<file path="config.mk">
export PLATFORM = sky130hd
export DESIGN_NAME = psr_soft_reset
export DESIGN_NICKNAME = d
export VERILOG_FILES = /design/src/shared/psr_pkg.sv /design/src/rtl/psr_rst_sync.sv /design/src/rtl/psr_soft_reset.sv
export SDC_FILE = /design/constraint.sdc
export NUM_CORES = 1
export LEC_CHECK = 0
export BUFFER_PORTS_ARGS = -buffer_cell sky130_fd_sc_hd__buf_2
export CORE_UTILIZATION = 35
export DETAILED_ROUTE_END_ITERATION = 8
export GPL_ROUTABILITY_DRIVEN = 0
export PLACE_DENSITY_LB_ADDON = 0.15
export SLEW_MARGIN = 40
export SYNTH_ARGS = -nofsm -noshare
export SYNTH_HDL_FRONTEND = slang
export SYNTH_SLANG_ARGS = --single-unit
</file>
<file path="constraint.sdc">
create_clock -name i_clk -period 4.9 [get_ports i_clk]
set_input_delay 1.225 -clock i_clk [delete_from_list [all_inputs] [get_ports i_clk]]
set_output_delay 1.225 -clock i_clk [all_outputs]
set_load 0.02 [all_outputs]
</file>
<file path="src/shared/psr_pkg.sv">
/*
 * Package for the peripheral soft reset control block: register offsets,
 * field positions, reset values and the packed carriers used by the block.
 * Assumes a 32-bit APB with word-aligned registers.
 */
package psr_pkg;

    // ------------------------------------------------------------
    // Register offsets (byte addresses)
    // ------------------------------------------------------------
    localparam logic [11:0] OFS_PERIPH_FIRST = 12'h040;
    localparam logic [11:0] OFS_GPIO_PORT    = 12'h048;
    localparam logic [11:0] OFS_PORT_CAP     = 12'h050;

    // ------------------------------------------------------------
    // Field positions
    // ------------------------------------------------------------
    localparam int BIT_SERIAL_ZERO = 0;
    localparam int BIT_SERIAL_ONE  = 1;
    localparam int BIT_SYNC_SERIAL = 4;
    localparam int BIT_TWO_WIRE    = 12;
    localparam int BIT_TIMER_ZERO  = 16;
    localparam int GPIO_PORTS      = 5;

    // ------------------------------------------------------------
    // Reset values and writable masks
    // ------------------------------------------------------------
    localparam logic [31:0] RST_PERIPH_FIRST = 32'h0000_0000;
    localparam logic [31:0] RST_GPIO_PORT    = 32'h0000_0000;
    localparam logic [31:0] MASK_PERIPH_FIRST = 32'h0001_1013;
    localparam logic [31:0] MASK_GPIO_PORT    = 32'h0000_001f;
    localparam logic [31:0] RST_PORT_CAP      = 32'h0000_001f;

    // ------------------------------------------------------------
    // Carriers
    // ------------------------------------------------------------
    typedef struct packed {
        logic timer_zero;
        logic two_wire;
        logic sync_serial;
        logic serial_one;
        logic serial_zero;
    } psr_periph_rst_t;

    typedef struct packed {
        logic        psel;
        logic        penable;
        logic        pwrite;
        logic [11:0] paddr;
        logic [31:0] pwdata;
    } psr_apb_req_t;

endpackage : psr_pkg

</file>
<file path="src/rtl/psr_rst_sync.sv">
/*
 * Reset release synchroniser: asynchronous assert, two-flop release.
 * Assumes the clock runs while reset is released.
 */
`timescale 1ns/1ps
module psr_rst_sync (
    // Clock and raw reset
    input  wire logic i_clk,
    input  wire logic i_nrst,
    // Synchronised reset
    output logic      o_nrst
);
    logic stage1;
    logic stage2;
    logic next_stage1;

    // Next value: shift a one in after release
    always_comb begin
        next_stage1 = 1'b1;
    end

    // Two flops; only stage2 reads stage1
    always_ff @(posedge i_clk or negedge i_nrst) begin
        if (!i_nrst) begin
            stage1 <= 1'b0;
            stage2 <= 1'b0;
        end else begin
            stage1 <= next_stage1;
            stage2 <= stage1;
        end
    end

    assign o_nrst = stage2;
endmodule : psr_rst_sync

</file>
<file path="src/rtl/psr_soft_reset.sv">
/*
 * Peripheral soft reset control: APB register bank whose set bits hold
 * individual peripherals and general-purpose ports in reset.
 * Assumes a single 50 MHz clock, an APB master and peripherals that take an
 * active-high reset level from the outputs.
 */
// Implementation choice: the APB interface to the registers.
// Summary of operation
// - Port register writes change only bits whose port capability bit is set.
// - Port reset register at 0x048, read/write, resets to all zeros.
// - Port bits 4..0 reset ports E, D, C, B, A; read/write, zero after reset.
// - First register: bits 1,0 serial ports, 4 sync serial, 12 two-wire, 16 timer.
// - Port bits 31:5 read zero, ignore writes; software preserves them.
`timescale 1ns/1ps
module psr_soft_reset #(
    parameter logic [31:0] PORT_CAP = psr_pkg::RST_PORT_CAP
) (
    // Clock and reset
    input  wire logic        i_clk,
    input  wire logic        i_nrst,
    // APB slave
    input  wire logic        i_psel,
    input  wire logic        i_penable,
    input  wire logic        i_pwrite,
    input  wire logic [11:0] i_paddr,
    input  wire logic [31:0] i_pwdata,
    output logic [31:0]      o_prdata,
    output logic             o_pready,
    output logic             o_pslverr,
    // Peripheral reset levels, active high
    output psr_pkg::psr_periph_rst_t o_periph_rst,
    output logic [4:0]       o_port_rst
);

    // ------------------------------------------------------------
    // Elaboration checks
    // ------------------------------------------------------------
    if (PORT_CAP[31:psr_pkg::GPIO_PORTS] != '0) begin : g_cap_chk
        $error("PORT_CAP sets bits above the implemented ports");
    end

    // ------------------------------------------------------------
    // Reset release
    // ------------------------------------------------------------
    logic nrst;

    psr_rst_sync u_rst_sync (
        .i_clk  (i_clk),
        .i_nrst (i_nrst),
        .o_nrst (nrst)
    );

    // ------------------------------------------------------------
    // Bus decode
    // ------------------------------------------------------------
    psr_pkg::psr_apb_req_t req;
    logic                  access;
    logic                  wr;
    logic                  hit_first;
    logic                  hit_port;
    logic                  hit_cap;

    // Bundle the request and decode the address
    always_comb begin
        req.psel    = i_psel;
        req.penable = i_penable;
        req.pwrite  = i_pwrite;
        req.paddr   = i_paddr;
        req.pwdata  = i_pwdata;
        access      = req.psel && req.penable;
        wr          = access && req.pwrite;
        hit_first   = (req.paddr == psr_pkg::OFS_PERIPH_FIRST);
        hit_port    = (req.paddr == psr_pkg::OFS_GPIO_PORT);
        hit_cap     = (req.paddr == psr_pkg::OFS_PORT_CAP);
    end

    // Zero-wait slave; unmapped addresses flag an error in the access phase
    assign o_pready  = 1'b1;
    assign o_pslverr = access && !(hit_first || hit_port || hit_cap);

    // ------------------------------------------------------------
    // Control registers
    // ------------------------------------------------------------
    logic [31:0] periph_first;
    logic [31:0] gpio_port_soft_reset;
    logic [31:0] next_periph_first;
    logic [31:0] next_gpio_port;
    logic [31:0] port_write_mask;

    // Writable bits of the port register follow the capability mask
    assign port_write_mask = psr_pkg::MASK_GPIO_PORT & PORT_CAP;

    // Next register values; unwritable bits keep their old value
    always_comb begin
        next_periph_first = periph_first;
        next_gpio_port    = gpio_port_soft_reset;
        if (wr && hit_first) begin
            next_periph_first = req.pwdata & psr_pkg::MASK_PERIPH_FIRST;
        end
        if (wr && hit_port) begin
            next_gpio_port = (gpio_port_soft_reset & ~port_write_mask)
                           | (req.pwdata & port_write_mask);
        end
    end

    // Register state; both clear to zero at reset
    always_ff @(posedge i_clk or negedge nrst) begin
        if (!nrst) begin
            periph_first         <= psr_pkg::RST_PERIPH_FIRST;
            gpio_port_soft_reset <= psr_pkg::RST_GPIO_PORT;
        end else begin
            periph_first         <= next_periph_first;
            gpio_port_soft_reset <= next_gpio_port;
        end
    end

    // ------------------------------------------------------------
    // Read data
    // ------------------------------------------------------------
    logic [31:0] rd_mux;

    // Read mux; reserved bits read zero, unmapped reads zero
    always_comb begin
        rd_mux = 32'h0000_0000;
        if (hit_first) begin
            rd_mux = periph_first & psr_pkg::MASK_PERIPH_FIRST;
        end else if (hit_port) begin
            rd_mux = gpio_port_soft_reset & psr_pkg::MASK_GPIO_PORT;
        end else if (hit_cap) begin
            rd_mux = PORT_CAP;
        end
    end

    // Combinational read keeps the slave zero-wait
    assign o_prdata = (access && !req.pwrite) ? rd_mux : 32'h0000_0000;

    // ------------------------------------------------------------
    // Reset outputs
    // ------------------------------------------------------------
    // Levels come straight from flops, so they hold until software clears them
    always_comb begin
        o_periph_rst.serial_zero = periph_first[psr_pkg::BIT_SERIAL_ZERO];
        o_periph_rst.serial_one  = periph_first[psr_pkg::BIT_SERIAL_ONE];
        o_periph_rst.sync_serial = periph_first[psr_pkg::BIT_SYNC_SERIAL];
        o_periph_rst.two_wire    = periph_first[psr_pkg::BIT_TWO_WIRE];
        o_periph_rst.timer_zero  = periph_first[psr_pkg::BIT_TIMER_ZERO];
    end

    // One reset level per port; an absent port simply never sees its bit set
    for (genvar g = 0; g < psr_pkg::GPIO_PORTS; g++) begin : g_port_out
        assign o_port_rst[g] = gpio_port_soft_reset[g];
    end

    // Ports without capability can never be put into reset
    for (genvar g = 0; g < psr_pkg::GPIO_PORTS; g++) begin : g_absent_chk
        if (!PORT_CAP[g]) begin : g_absent

        end
    end
endmodule : psr_soft_reset

</file>
==> results_dict.tcl <==
set metrics [dict create \
    ir_worst_vdd_v 0.000235 \
    grt_max_degree 11 \
    hold_ws_ns 0.158 \
    critPathMaxStageDelay_ns 0.60 \
    cp_max_fo 5 \
    synth-seq-cells 12 \
    cp.required_ns 3.67 \
    path_class "in2out" \
    avgViaCountPerCell 4.38 \
    hold_buffers 0 \
    status "complete, no violations" \
    numCtsBuffers 3 \
    start_util_pct 37.9 \
    ys_seq_area_share_pct 35.1 \
    grtUsageMet1_pct 15.3 \
    grt_pass1_vias 641 \
    portBuffers 41 \
    drc_errors 0 \
    synth_top_flop_cell "dfrtp_1" \
    cp_slowest_cell "or4b_4" \
    rsz0062_at_grt "no" \
    cts_tree "done" \
    finalCritPeriodShare_pct 83.4 \
    ff2ff_setup_slack_ns 4.11 \
    arrival_ns 2.86 \
    async_flop_share_pct 100 \
    antennaDiodeCount 0 \
    dr.first_iter.drc_count 7 \
    fin_skew_ns 0.00653 \
    ys_warn_count 0 \
    p_leak_nw 0.604 \
    synth_area_sq_um 855 \
    io_pins 93 \
    grt_antenna_before_repair 0 \
    area_growth_syn_to_layout_pct 20.5 \
    rows 17 \
    nNetsFinal 176 \
    die_area_sq_um 2640 \
    clk_pin_slew_ns 0.08 \
    clock_latency_ns 0.27 \
    grt.total_usage_pct 13.9 \
    yosys-top-cells-area "dfrtp_1 35%, buf_4 23%, mux2_2 12%, nor4_4 5.0%, or4b_4 3.2%" \
    wirelength_um 1650 \
    dpl.hpwl_um 1350 \
    fin_tns_setup_ns 0 \
    drive_gt1_share_pct 48.4 \
    grtUsageMet2_pct 24.9 \
    synth_top_area_share_pct 35.1 \
    worstSetupStartpointType "primary input" \
    hold_violations 0 \
    clockRootBuffer "clkbuf_4" \
    grt_pass1_wl_um 2750 \
    cts_sinks 12 \
    drt_pass1_iterations 2 \
    core_sq_um 2250 \
    synthMostInstantiatedCell "buf_4" \
    die_y_um 51.4 \
    end_kind "output pin" \
    cts_resized 0 \
    cts-htree-levels 1 \
    netlist_instances 82 \
    crit_chain "buf_2, or4_4, or4b_4, a21oi_1, buf_2" \
    maxCapViolations 0 \
    clk_path_buf_depth 2 \
    wl_per_cell_um 10.7 \
    synth_edf_count 0 \
    gr-total-overflow 0 \
    syn_area_per_cell_sq_um 10.4 \
    ant_nets 0 \
    synthDistinctLibCells 22 \
    postCtsSetupRepairBufs 0 \
    yosysTopAreaCell "dfrtp_1" \
    die_w_um 51.4 \
    post-route-min-period_ns 4.09 \
    powerDensity_nw_per_um2 211 \
    grt_use_met3_pct 5.36 \
    grt.busiest_layer "met2" \
    fmax_ghz 0.245 \
    vias 675 \
    setup_viol 0 \
    cpMostUsedCell "buf_2" \
    ys_top_cells_by_count "26 x buf_4, 12 x dfrtp_1, 9 x mux2_2, 6 x nand2_1, 5 x a21oi_1" \
    slew_viol_final 0 \
    hold_path_class "reg2async" \
]
==> logic make-up after synthesis <==
group | count (synthesis) | synth area share (%)
simple gates | 23 | 21.4
mux | 10 | 13.2
other cells | 2 | 0.879
buf+inv | 26 | 22.8
compound gates | 9 | 6.59
flops | 12 | 35.1
==> critical path: cells and delay by family <==
| family | cells | cell delay, ns |
|---|---|---|
| AND/OR/NAND/NOR | 2 | 1.19 |
| buffers and inverters | 2 | 0.29 |
| AO/OA/AOI/OAI | 1 | 0.16 |
==> state kept, by name (all words and copies together) (netlist names) <==
signal and count:
periph_first 5, u_rst_sync.o_nrst 1, gpio_port_soft_reset 5, u_rst_sync.stage1 1
==> final timing paths <==
| kind | start | endpoint | depth (start not counted) |
|---|---|---|---|
| max in group asynchronous | i_nrst | u_rst_sync.stage1 | 1 |
| max reg2reg | periph_first[12] | periph_first[12] | 1 |
| min in group i_clk | u_rst_sync.stage1 | u_rst_sync.o_nrst | 0 |
| min | u_rst_sync.o_nrst | gpio_port_soft_reset[2] | 0 |
| min reg2reg | u_rst_sync.o_nrst | gpio_port_soft_reset[2] | 0 |
| max | i_paddr[8] | o_prdata[1] | 5 |
==> routing by layer <==
metal / wire (um) / part of all wire, %
met1: 663 / 40
met2: 870 / 53
met3: 106 / 6.4
met4: 9 / 0.55
met5: 0 / 0
==> layout by cell type, fill, tap and decap left out, drive strengths merged <==
cell	count
buf	41
or4b	3
a2111oi	1
clkbuf	4
and3	2
dfrtp	12
and3b	1
or2	2
a21oi	5
or4	2
nand2b	1
o21bai	3
nand3	1
nand2	6
nor2b	1
nor2	1
nor4	3
mux2	10
conb	27
==> stage by stage <==
stage                     total power [mW]  cells  area (sq um)  utilization (%)  setup WS [ns]
after floorplan                      0.144    107           948                -          0.932
after global placement               0.141    150           993             44.1          0.819
after detailed placement             0.141    150           993             44.1          0.809
after CTS                            0.220    154          1030             45.7          0.805
after global routing                 0.231    154          1030             45.7          0.771
final                                0.218    154          1030             45.7          0.811
==> final cells by class <==
class	count	area (sq um)
tap	28	35.0
multi-input combinational	69	453
fill	243	1220
timing repair buffer	41	205
clock buffer	4	36.3
sequential	12	300
==> where the power goes <==
group          switching [mW]  internal [mW]  total, mW
sequential            0.00172         0.0999      0.102
combinational          0.0275         0.0104     0.0379
clock                  0.0330         0.0451     0.0782
Power figures use the tool's default switching activity.
